===== src/design/sent_pkg.sv =====
/*
   Shared constants and types of the single-wire nibble transmitter.
   Assumes a 40 MHz system clock; all cycle counts are derived from it here.
*/
package sent_pkg;
   // clock and tick range
   localparam int unsigned CLK_PERIOD_NS = 25;
   localparam int unsigned TICK_MIN_NS   = 3000;
   localparam int unsigned TICK_MAX_NS   = 90000;
   localparam int unsigned MSG_MAX_NS    = 1000000;
   // least tick rounds up, longest tick rounds down
   localparam logic [11:0] DIV_MIN     = 12'((TICK_MIN_NS + CLK_PERIOD_NS - 1) / CLK_PERIOD_NS);
   localparam logic [11:0] DIV_MAX     = 12'(TICK_MAX_NS / CLK_PERIOD_NS);
   localparam logic [11:0] DIV_RESET   = DIV_MIN;
   localparam int unsigned MSG_MAX_CYC = MSG_MAX_NS / CLK_PERIOD_NS;
   // frame lengths in ticks
   localparam logic [7:0]  SYNC_TICKS  = 8'h38;
   localparam logic [7:0]  NIB_BASE    = 8'h0C;
   // slow channel
   localparam logic [4:0]  SLOW_SHORT_LEN = 5'h10;
   localparam logic [4:0]  SLOW_ENH_LEN   = 5'h12;
   localparam logic [5:0]  ENH_START      = 6'h3F;
   localparam logic [4:0]  SLOW_TOP       = 5'h11;

   typedef enum logic [1:0] {SLOW_SHORT, SLOW_ENH12, SLOW_ENH16} slow_fmt_t;
   typedef enum logic [2:0] {FR_SYNC, FR_STAT, FR_DATA, FR_CRC, FR_PAUSE} frame_t;
endpackage


===== src/design/sent_tx.sv =====
/*
   Sensor-side transmitter of a single-edge nibble link: sync pulse, status
   nibble with two slow-channel bits, data nibbles, checksum, optional pause.
   Assumes all inputs come from logic on clk_sys; the line is push-pull.
*/
`timescale 1ns/1ps
module sent_tx
   import sent_pkg::*;
#(
   parameter int         NIBBLES   = 6,
   parameter logic [7:0] LOW_TICKS = 8'h05,
   parameter logic [3:0] CRC_POLY  = 4'hD,
   parameter logic [3:0] CRC_SEED  = 4'h5
) (
   // clock and reset
   input  wire logic                   clk_sys,
   input  wire logic                   rst,
   // fast data words
   input  wire logic                   in_valid,
   input  wire logic [4*NIBBLES-1:0]   in_data,
   output logic                        in_ready,
   // slow channel message
   input  wire logic                   slow_load,
   input  wire sent_pkg::slow_fmt_t    slow_fmt,
   input  wire logic [7:0]             slow_id,
   input  wire logic [15:0]            slow_data,
   input  wire logic [5:0]             slow_crc,
   output logic                        slow_ready,
   // configuration
   input  wire logic [11:0]            tick_div,
   input  wire logic [7:0]             pause_ticks,
   input  wire logic [1:0]             stat_lo,
   // link
   output logic                        tx_line,
   output logic                        msg_start
);
   import sent_pkg::*;
   localparam int DW = 4 * NIBBLES;

   typedef struct packed {
      frame_t      fr;
      logic [11:0] div;
      logic [11:0] pre;
      logic [7:0]  tcnt;
      logic [7:0]  len;
      logic [2:0]  idx;
      logic [3:0]  nib;
      logic [DW-1:0] word;
      logic [1:0]  lo;
      logic [7:0]  pause;
      logic [17:0] s3;
      logic [17:0] s2;
      logic [4:0]  slen;
      logic [4:0]  sidx;
      logic        pend;
      slow_fmt_t   pfmt;
      logic [7:0]  pid;
      logic [15:0] pdat;
      logic [5:0]  pcrc;
      logic        sready;
      logic        line;
      logic        mstart;
   } tx_t;

   tx_t q;
   tx_t d;
   logic          tick;
   logic          buf_pop;
   logic          buf_valid;
   logic [DW-1:0] buf_data;
   logic [40:0]   sb;
   logic [4:0]    spos;

   function automatic logic [11:0] clamp_div(input logic [11:0] v);
      return (v < DIV_MIN) ? DIV_MIN : ((v > DIV_MAX) ? DIV_MAX : v);
   endfunction

   function automatic logic [3:0] crc_calc(input logic [DW-1:0] w);
      logic [3:0] c;
      logic       fb;
      c = CRC_SEED;
      for (int i = DW - 1; i >= 0; i--) begin
         fb = c[3] ^ w[i];
         c  = {c[2:0], 1'b0} ^ (fb ? CRC_POLY : 4'h0);
      end
      return c;
   endfunction

   function automatic logic [3:0] nib_at(input logic [DW-1:0] w, input logic [2:0] i);
      return w[(NIBBLES - 1 - int'(i)) * 4 +: 4];
   endfunction

   // returns {length, bit-3 pattern, bit-2 pattern}, first message at bit 17
   function automatic logic [40:0] slow_build(input slow_fmt_t f, input logic [7:0] id,
                                              input logic [15:0] dat, input logic [5:0] crc);
      logic [17:0] b3;
      logic [17:0] b2;
      logic [4:0]  n;
      n  = SLOW_ENH_LEN;
      b2 = {crc, dat[11:0]};
      unique case (f)
         SLOW_ENH12: begin
            b3 = {ENH_START, 1'b0, 1'b0, id[7:4], 1'b0, id[3:0], 1'b0};
         end
         SLOW_ENH16: begin
            b3 = {ENH_START, 1'b0, 1'b1, id[3:0], 1'b0, dat[15:12], 1'b0};
         end
         default: begin
            n  = SLOW_SHORT_LEN;
            b3 = 18'h20000;
            b2 = {id[3:0], dat[7:0], crc[3:0], 2'b00};
         end
      endcase
      return {n, b3, b2};
   endfunction

   sent_buf #(
      .WIDTH (DW),
      .DEPTH (2)
   ) u_buf (
      .clk_sys   (clk_sys),
      .rst       (rst),
      .in_valid  (in_valid),
      .in_data   (in_data),
      .in_ready  (in_ready),
      .out_valid (buf_valid),
      .out_data  (buf_data),
      .out_ready (buf_pop)
   );

   always_comb begin
      d        = q;
      d.mstart = 1'b0;
      buf_pop  = 1'b0;
      sb       = slow_build(q.pfmt, q.pid, q.pdat, q.pcrc);
      spos     = SLOW_TOP - q.sidx;
      tick     = (q.pre == '0);
      d.pre    = tick ? 12'(q.div - 1'b1) : 12'(q.pre - 1'b1);
      if (tick) begin
         if (q.tcnt == 8'(q.len - 1'b1)) begin
            d.tcnt = '0;
            unique case (q.fr)
               FR_SYNC: begin
                  d.fr  = FR_STAT;
                  d.nib = {q.s3[spos], q.s2[spos], q.lo};
               end
               FR_STAT: begin
                  d.fr  = FR_DATA;
                  d.idx = '0;
                  d.nib = nib_at(q.word, 3'h0);
               end
               FR_DATA: begin
                  if (q.idx == 3'(NIBBLES - 1)) begin
                     d.fr  = FR_CRC;
                     d.nib = crc_calc(q.word);
                  end else begin
                     d.idx = 3'(q.idx + 1'b1);
                     d.nib = nib_at(q.word, 3'(q.idx + 1'b1));
                  end
               end
               FR_CRC: begin
                  if (q.pause != '0) begin
                     d.fr = FR_PAUSE;
                  end else begin
                     d.fr = FR_SYNC;
                  end
               end
               FR_PAUSE: begin
                  d.fr = FR_SYNC;
               end
            endcase
            d.len = NIB_BASE + {4'h0, d.nib};
            if (d.fr == FR_PAUSE) begin
               d.len = q.pause;
            end
            // a new message starts on its own, whether or not fresh data arrived
            if (d.fr == FR_SYNC) begin
               d.len    = SYNC_TICKS;
               d.div    = clamp_div(tick_div);
               d.pre    = 12'(d.div - 1'b1);
               d.lo     = stat_lo;
               d.pause  = pause_ticks;
               d.mstart = 1'b1;
               buf_pop  = buf_valid;
               if (buf_valid) begin
                  d.word = buf_data;
               end
               if (q.sidx == 5'(q.slen - 1'b1)) begin
                  d.sidx = '0;
                  if (q.pend) begin
                     d.slen = sb[40:36];
                     d.s3   = sb[35:18];
                     d.s2   = sb[17:0];
                     d.pend = 1'b0;
                  end
               end else begin
                  d.sidx = 5'(q.sidx + 1'b1);
               end
            end
         end else begin
            d.tcnt = 8'(q.tcnt + 1'b1);
         end
      end
      if (slow_load && !q.pend) begin
         d.pend = 1'b1;
         d.pfmt = slow_fmt;
         d.pid  = slow_id;
         d.pdat = slow_data;
         d.pcrc = slow_crc;
      end
      d.sready = !d.pend;
      d.line   = (d.tcnt >= LOW_TICKS);
   end

   always_ff @(posedge clk_sys or posedge rst) begin
      if (rst) begin
         q        <= '0;
         q.fr     <= FR_PAUSE;
         q.len    <= 8'h01;
         q.div    <= DIV_RESET;
         q.slen   <= SLOW_SHORT_LEN;
         q.sidx   <= 5'(SLOW_SHORT_LEN - 1'b1);
         q.pfmt   <= SLOW_SHORT;
         q.sready <= 1'b1;
         q.line   <= 1'b1;
      end else begin
         q <= d;
      end
   end

   assign tx_line    = q.line;
   assign msg_start  = q.mstart;
   assign slow_ready = q.sready;

   // cycles since the last message start, read only by the checks below
   logic [15:0] gap_q;
   always_ff @(posedge clk_sys or posedge rst) begin
      if (rst) begin
         gap_q <= 16'h0000;
      end else begin
         gap_q <= d.mstart ? 16'h0001 : 16'(gap_q + 1'b1);
      end
   end
endmodule


===== src/design/sent_buf.sv =====
/*
   Small FIFO with valid/ready on both sides; entries are registers.
   Assumes producer and consumer run on the same clock as the FIFO.
*/
`timescale 1ns/1ps
module sent_buf #(
   parameter int WIDTH = 24,
   parameter int DEPTH = 2
) (
   // clock and reset
   input  wire logic             clk_sys,
   input  wire logic             rst,
   // fill side
   input  wire logic             in_valid,
   input  wire logic [WIDTH-1:0] in_data,
   output logic                  in_ready,
   // drain side
   output logic                  out_valid,
   output logic [WIDTH-1:0]      out_data,
   input  wire logic             out_ready
);
   localparam int PW = (DEPTH > 1) ? $clog2(DEPTH) : 1;
   localparam int CW = $clog2(DEPTH + 1);

   typedef struct packed {
      logic [DEPTH-1:0][WIDTH-1:0] mem;
      logic [PW-1:0]               wr;
      logic [PW-1:0]               rd;
      logic [CW-1:0]               cnt;
      logic                        rdy;
   } buf_t;

   buf_t q;
   buf_t d;
   logic push;
   logic pop;

   always_comb begin
      d    = q;
      push = in_valid && q.rdy;
      pop  = out_ready && (q.cnt != '0);
      if (push) begin
         d.mem[q.wr] = in_data;
         d.wr        = (q.wr == PW'(DEPTH - 1)) ? '0 : PW'(q.wr + 1'b1);
      end
      if (pop) begin
         d.rd = (q.rd == PW'(DEPTH - 1)) ? '0 : PW'(q.rd + 1'b1);
      end
      d.cnt = CW'(q.cnt + CW'(push) - CW'(pop));
      // ready is registered so the fill side sees a flop, at the cost of no pass-through
      d.rdy = (d.cnt != CW'(DEPTH));
   end

   always_ff @(posedge clk_sys or posedge rst) begin
      if (rst) begin
         q     <= '0;
         q.rdy <= 1'b1;
      end else begin
         q <= d;
      end
   end

   assign in_ready  = q.rdy;
   assign out_valid = (q.cnt != '0);
   assign out_data  = q.mem[q.rd];
endmodule


===== config.mk =====
export PLATFORM = sky130hd
export DESIGN_NAME = sent_tx
export DESIGN_NICKNAME = d
export VERILOG_FILES = /design/src/design/sent_pkg.sv /design/src/design/sent_tx.sv /design/src/design/sent_buf.sv
export SDC_FILE = /design/constraint.sdc
export NUM_CORES = 1
export LEC_CHECK = 0
export BUFFER_PORTS_ARGS = -buffer_cell sky130_fd_sc_hd__buf_4
export CAP_MARGIN = 0
export CORE_UTILIZATION = 35
export CTS_CLUSTER_DIAMETER = 150
export DETAILED_ROUTE_END_ITERATION = 7
export GPL_TIMING_DRIVEN = 0
export PLACE_DENSITY = 0.48
export REMOVE_ABC_BUFFERS = 1
export SLEW_MARGIN = 10
export SYNTH_ARGS = -nofsm -noshare
export SYNTH_HDL_FRONTEND = slang
export SYNTH_SLANG_ARGS = --single-unit

===== constraint.sdc =====
create_clock -name clk_sys -period 19 [get_ports clk_sys]
set_clock_uncertainty 0.15 [all_clocks]
set_input_delay 3.8 -clock clk_sys [delete_from_list [all_inputs] [get_ports clk_sys]]
set_output_delay 3.8 -clock clk_sys [all_outputs]
set_load 0.03 [all_outputs]

==> flow_metrics.env, run 1 <==
export IMPL_yosys_register_bits=207
export IMPL_worst_ep_required_time_ns=19.23
export IMPL_r2r_cells=12
export IMPL_htree_levels=1
export IMPL_final_nets=1137
export IMPL_p_int_uw=923.5
export IMPL_r2r_end="q[72]"
export IMPL_ff2ff_setup_slack_ns=14.09
export IMPL_critical_path_startpoint="tick_div[10]"
export IMPL_swShare=0.2458
export IMPL_drt_iter0_drc=396
export IMPL_vias=7353
export IMPL_maxCapViolCount=0
export IMPL_crit_slowest_cell="a41oi_1"
export IMPL_grt_pass1_vias=7558
export IMPL_syn_inst=975
export IMPL_wl_per_cell_um=15.96
export IMPL_synth_seq_area_share=0.4835
export IMPL_fillCellCount=2963
export IMPL_overflow=0
export IMPL_cts_sinks=207
export IMPL_cts_tree="done"
export IMPL_syn_area_per_cell_um2=11.02
export IMPL_netSwitchingPower_uw=301.0
export IMPL_cp_arrival_ns=6.84
export IMPL_cts_buffer_depth=3
export IMPL_crit_reg2reg_launch="q[123]"
export IMPL_cp_slowest_stage_delay_ns=0.70
export IMPL_finalWirelength_um=23130
export IMPL_design_core_area_mm2=0.02995
export IMPL_cts_inserted_buffers=25
export IMPL_finalSetupViolations=0
export IMPL_hold_path_class="reg2reg"
export IMPL_die_w_um=177.2
export IMPL_p_seq_frac=0.448
export IMPL_worst_setup_path_type="in2reg"
export IMPL_p_clk_frac=0.400
export IMPL_path_cells="buf_4 -> nor4_1 -> nand2_1 -> a41oi_1 -> nor2_1 -> nand2_1 -> ha_1 -> nand3_1 -> or3_1 -> nor4_1 -> xnor2_1 -> o21ai_0"
export IMPL_ys_types=69
export IMPL_end_kind="flop"
export IMPL_die_area_mm2=0.03141
export IMPL_fin_ws_ns=12.39
export IMPL_start_util=0.3588
export IMPL_slew_violations=0
export IMPL_grt_total_usage=0.1544
export IMPL_min_period_ns=6.610
export IMPL_yosysWarningCount=0
export IMPL_min_period_over_period=0.3479
export IMPL_cts_hold_buf=0
export IMPL_worstMarginPinSlew_ns=1.166
export IMPL_clock_fmax_mhz=151.3
export IMPL_multiInputGateArea_mm2=0.005211
export IMPL_status="complete, no violations"
export IMPL_clk_pin_slew_worst_paths_ns=0.06
export IMPL_hold_viol=0
export IMPL_grt_max_degree=91
export IMPL_cp_max_fo=11
export IMPL_comb_power_share=0.152
export IMPL_syn_cell_area_mm2=0.01075
export IMPL_postCtsSetupRepairBufs=0
export IMPL_p_leak_nw=5.537
export IMPL_rsz0062_at_grt="false"
export IMPL_area_growth_pct=17.58
export IMPL_power_density_mw_per_mm2=96.90
export IMPL_place_ws_ns=11.89
export IMPL_cts_resized=0
export IMPL_gp_congestion=0.7788
export IMPL_ios=86
export IMPL_drive_above_1_share=0.2968
export IMPL_fp_row_count=63
export IMPL_synth_edff_count=0
export IMPL_drc=0
export IMPL_seq_area_mm2=0.005196
export IMPL_grt_pass1_wl_um=39490
export IMPL_antenna_left=0
export IMPL_antenna_found_initial=1
export IMPL_synthFlopType="dfrtp_1"
export IMPL_crit_path_start_kind="input port"
export IMPL_crit_end="q[149]"
export IMPL_max_slew_margin_rel=0.2226
export IMPL_cts_root_buf="clkbuf_16"
export IMPL_via_per_inst=5.075
export IMPL_numPortBuffers=85
export IMPL_drtPass1Iterations=5
export IMPL_setup_tns_ns=0
export IMPL_dp_hpwl_um=16060
export IMPL_clock_latency_ns=0.52
export IMPL_vdd_drop_max_v=0.00005908
export IMPL_die_h_um=177.2
export IMPL_synthArstFlopShare=1.000
## worst min path at each step
| stage | start | endpoint | slack, ns | depth (start not counted) |
|---|---|---|---|---|
| 6_report | q[81] | q[81] | 0.32 | 1 |
| 5_1_grt | q[81] | q[81] | 0.35 | 1 |
| 4_1_cts | q[81] | q[81] | 0.32 | 1 |
| 3_5_place_dp | q[81] | q[81] | 0.31 | 1 |
| 3_3_place_gp | q[81] | q[81] | 0.30 | 1 |
| 2_1_floorplan | q[81] | q[81] | 0.29 | 1 |
## flip-flops by register name, summed over array words and instances, names as in the netlist
register / count
u_buf.in_ready: 1
tx_line: 1
msg_start: 1
q: 151
u_buf.q: 52
slow_ready: 1
## critical path: cells and delay by family
kind,cells,cell delay (ns)
AOI/OAI and AO/OA,2,0.78
adders and majority gates,1,0.28
buffers and inverters,1,0.13
and+or+nand+nor,7,1.69
xor gates and xnor gates,1,0.16
## power by group through the flow
stage	combinational (mW)	clock, mW	sequential [mW]
after global placement	0.186	0	0.554
after CTS	0.191	0.508	0.548
after floorplan	0.143	0	0.545
final	0.186	0.490	0.548
after detailed placement	0.190	0	0.556
after global routing	0.210	0.524	0.558
## cell usage in the layout, fill, tap and decap left out, drive strengths merged, types with 27 or more instances in the layout
cell,Yosys,final
nand2,64,64
xnor2,47,47
mux2,145,145
a21oi,56,56
inv,34,35
o21ai,55,55
mux2i,27,27
dfrtp,194,194
nor2,79,79
buf,14,91
clkbuf,40,34
## area by class of cell
class                      count  area share
timing repair buffer          91     0.05902
inverter                      34     0.01069
tap                          390     0.03862
multi-input combinational    680      0.4124
clock inverter                12     0.01168
antenna                        1   0.0001980
sequential                   207      0.4112
clock buffer                  34     0.05614
## cells in the mapped netlist, types with 9 or more instances
cell type / n / area share
dfrtp_1: 194 / 0.45
mux2_2: 136 / 0.14
nor2_1: 78 / 0.027
nand2_1: 63 / 0.022
a21oi_1: 56 / 0.026
o21ai_0: 54 / 0.025
xnor2_1: 47 / 0.038
clkbuf_1: 40 / 0.014
inv_1: 33 / 0.012
mux2i_1: 27 / 0.025
nand3_1: 24 / 0.011
nor3_1: 18 / 0.0084
ha_1: 16 / 0.019
dfstp_2: 13 / 0.032
xor2_1: 13 / 0.011
nor4_1: 11 / 0.0064
mux4_2: 10 / 0.021
a22oi_1: 9 / 0.0063
mux2_1: 9 / 0.0094
nand2b_1: 9 / 0.0052
## cells by family (layout without fill, tap and decap cells)
group | Yosys count | in the layout | synth area share
AND/OR/NAND/NOR | 244 | 244 | 0.1110
flip-flops | 207 | 207 | 0.4835
multiplexers | 182 | 182 | 0.1980
AO/OA/AOI/OAI | 174 | 174 | 0.09873
buffers and inverters | 88 | 171 | 0.03341
XOR/XNOR | 64 | 64 | 0.05670
adder cells (fa/ha/maj) | 16 | 16 | 0.01863
other | 0 | 1 | 0
## layer usage
| metal | vias to the layer above | part of all wire | track usage |
|---|---|---|---|
| met2 | 111 | 0.44 | 0.2340 |
| met4 | 0 | 0.020 | 0.04203 |
| li1 | 3617 | - | - |
| met3 | 33 | 0.034 | 0.02427 |
| met5 | - | 0 | 0 |
| met1 | 3592 | 0.50 | 0.2266 |
## through the flow
stage | hold WS [ns] | total power, mW | instances | util | instance area [um2]
2_1_floorplan | 0.2855 | 0.6879 | 921 | - | 10520
3_3_place_gp | 0.3009 | 0.7395 | 1396 | 0.3886 | 11640
3_5_place_dp | 0.3101 | 0.7460 | 1402 | 0.3930 | 11770
4_1_cts | 0.3228 | 1.247 | 1448 | 0.4216 | 12630
5_1_grt | 0.3453 | 1.293 | 1449 | 0.4218 | 12640
6_report | 0.3157 | 1.224 | 1449 | 0.4218 | 12640
Power figures use the tool's default switching activity.
==> inputs of run 2 (changes only) <==
--- a/config.mk
+++ b/config.mk
@@ -11,7 +11,7 @@
 export CTS_CLUSTER_DIAMETER = 150
 export DETAILED_ROUTE_END_ITERATION = 7
 export GPL_TIMING_DRIVEN = 0
-export PLACE_DENSITY = 0.48
+export PLACE_DENSITY = 0.5
 export REMOVE_ABC_BUFFERS = 1
 export SLEW_MARGIN = 10
 export SYNTH_ARGS = -nofsm -noshare
==> constraint.sdc (replaced) <==
create_clock -name clk_sys -period 5.37 [get_ports clk_sys]
set_clock_uncertainty 0.15 [all_clocks]
set_input_delay 1.074 -clock clk_sys [delete_from_list [all_inputs] [get_ports clk_sys]]
set_output_delay 1.074 -clock clk_sys [all_outputs]
set_load 0.03 [all_outputs]
==> flow_metrics.env, run 2 (synthesis results as in run 1) <==
export IMPL_dp_hpwl_um=15830
export IMPL_vdd_drop_max_v=0.0001838
export IMPL_comb_power_share=0.151
export IMPL_grt_max_degree=95
export IMPL_path_cells="inv_1 -> ha_1 -> xnor2_1 -> nor4_1 -> nand3_1 -> a211oi_4 -> nand2_4 -> inv_2 -> and3_2 -> buf_12 -> mux2_1"
export IMPL_ios=86
export IMPL_cts_tree="done"
export IMPL_maxCapViolCount=0
export IMPL_grt_pass1_vias=7367
export IMPL_reg_top3="q (151), u_buf.q (52)"
export IMPL_crit_path_start_kind="flop"
export IMPL_cp_max_fo=43
export IMPL_status="complete, no violations"
export IMPL_design_core_area_mm2=0.02995
export IMPL_antenna_found_initial=0
export IMPL_p_int_mw=3.318
export IMPL_fin_worst_hold_slack_ns=0.3170
export IMPL_power_mw=4.377
export IMPL_top_register="q"
export IMPL_clk_pin_slew_worst_paths_ns=0.06
export IMPL_cp_slowest_stage_delay_ns=0.81
export IMPL_die_h_um=177.2
export IMPL_die_w_um=177.2
export IMPL_cp_arrival_ns=5.09
export IMPL_numPortBuffers=85
export IMPL_max_slew_margin_rel=0.2260
export IMPL_area_growth_pct=17.82
export IMPL_rsz0062_at_grt="false"
export IMPL_hold_viol=0
export IMPL_finalSetupViolations=0
export IMPL_wl_per_cell_um=15.65
export IMPL_crit_slowest_cell="a211oi_4"
export IMPL_min_period_ns=4.839
export IMPL_netSwitchingPower_mw=1.058
export IMPL_p_leak_nw=5.552
export IMPL_antenna_left=0
export IMPL_worst_setup_path_type="reg2reg"
export IMPL_finalWirelength_um=22650
export IMPL_final_core_util=0.4227
export IMPL_worst_ep_required_time_ns=5.62
export IMPL_clock_fmax_mhz=206.7
export IMPL_final_common_cell="dfrtp_1"
export IMPL_drt_iter0_drc=353
export IMPL_cpLargestDelayFamily="simple AND/OR/NAND/NOR gates"
export IMPL_drtPass1Iterations=5
export IMPL_cts_root_buf="clkbuf_16"
export IMPL_gp_congestion=0.7873
export IMPL_postCtsSetupRepairBufs=0
export IMPL_swShare=0.2418
export IMPL_fp_row_count=63
export IMPL_end_kind="flop"
export IMPL_grt_total_usage=0.1497
export IMPL_clock_latency_ns=0.52
export IMPL_min_period_over_period=0.9011
export IMPL_diodes=0
export IMPL_cts_sinks=207
export IMPL_largest_register_ffs=151
export IMPL_cts_resized=0
export IMPL_p_clk_frac=0.406
export IMPL_cts_inserted_buffers=25
export IMPL_via_per_inst=5.022
export IMPL_final_nets=1137
export IMPL_hold_path_class="reg2reg"
export IMPL_cts_buffer_depth=3
export IMPL_p_seq_frac=0.443
export IMPL_start_util=0.3588
export IMPL_crit_buf_inv=3
export IMPL_overflow=0
export IMPL_post_layout_nonfiller_instances=1447
export IMPL_placedCellCount=1402
export IMPL_power_density_mw_per_mm2=345.7
export IMPL_slew_violations=0
export IMPL_layout_common_cells="dfrtp_1 (194), mux2_2 (136), buf_4 (86), nor2_1 (78), nand2_1 (63)"
export IMPL_vias=7267
export IMPL_worstMarginPinSlew_ns=1.161
export IMPL_drc=0
export IMPL_htree_levels=1
export IMPL_die_area_mm2=0.03141
export IMPL_grt_pass1_wl_um=38460
export IMPL_drive_above_1_share=0.2961
[run 2: power groups by stage]
stage | combinational (mW) | sequential (mW) | clock, mW
final | 0.660 | 1.94 | 1.78
after global placement | 0.659 | 1.96 | 0
after CTS | 0.678 | 1.94 | 1.83
after global routing | 0.740 | 1.97 | 1.89
after floorplan | 0.505 | 1.93 | 0
after detailed placement | 0.674 | 1.96 | 0
[run 2: metal layers]
metal	GRT usage	part of all wire	up-vias
li1	-	-	3604
met1	0.2209	0.51	3519
met2	0.2246	0.43	109
met3	0.02577	0.039	35
met4	0.03915	0.021	0
met5	0	0	-
[run 2: cell type report]
| class | instances | area [um2] |
|---|---|---|
| fillers | 2903 | 17290 |
| clock inverters | 8 | 121.4 |
| clock buffers | 37 | 760.7 |
| inverters | 34 | 135.1 |
| multi-input cells | 680 | 5209 |
| flip-flops and latches | 207 | 5196 |
| repair buffers | 91 | 752.0 |
| well taps | 390 | 488.0 |
[run 2: worst paths after layout]
check | start | endpoint | slack (ns) | depth (start not counted)
setup / recovery | q[123] | q[72] | 0.53 | 11
hold / removal | q[81] | q[81] | 0.32 | 1
setup reg to reg | q[123] | q[72] | 0.53 | 11
hold reg to reg | q[81] | q[81] | 0.32 | 1
max in group asynchronous | rst | q[157] | 3.88 | 3
min in group asynchronous | rst | u_buf.q[32] | 0.39 | 2
[run 2: repair_timing]
item,in CTS,in global routing
hold buffers,0,0
setup endpoints to repair,0,4
endpoints found under the hold margin,0,0
[run 2: worst register-to-register path: stages (launching register included)]
cell and delay (ns):
dfstp_2 0.58, inv_1 0.09, ha_1 0.32, xnor2_1 0.13
nor4_1 0.31, nand3_1 0.20, a211oi_4 0.81, nand2_4 0.37
inv_2 0.73, and3_2 0.45, buf_12 0.23, mux2_1 0.35
[run 2: per-stage QoR]
step	TNS [ns]	cell area [um2]	setup WS, ns
after floorplan	-288.08	10520	-1.485
after global placement	-864.89	11640	-4.292
after detailed placement	0	11780	0.3901
after CTS	0	12660	0.3771
after global routing	0	12660	0.04412
final	0	12660	0.5311
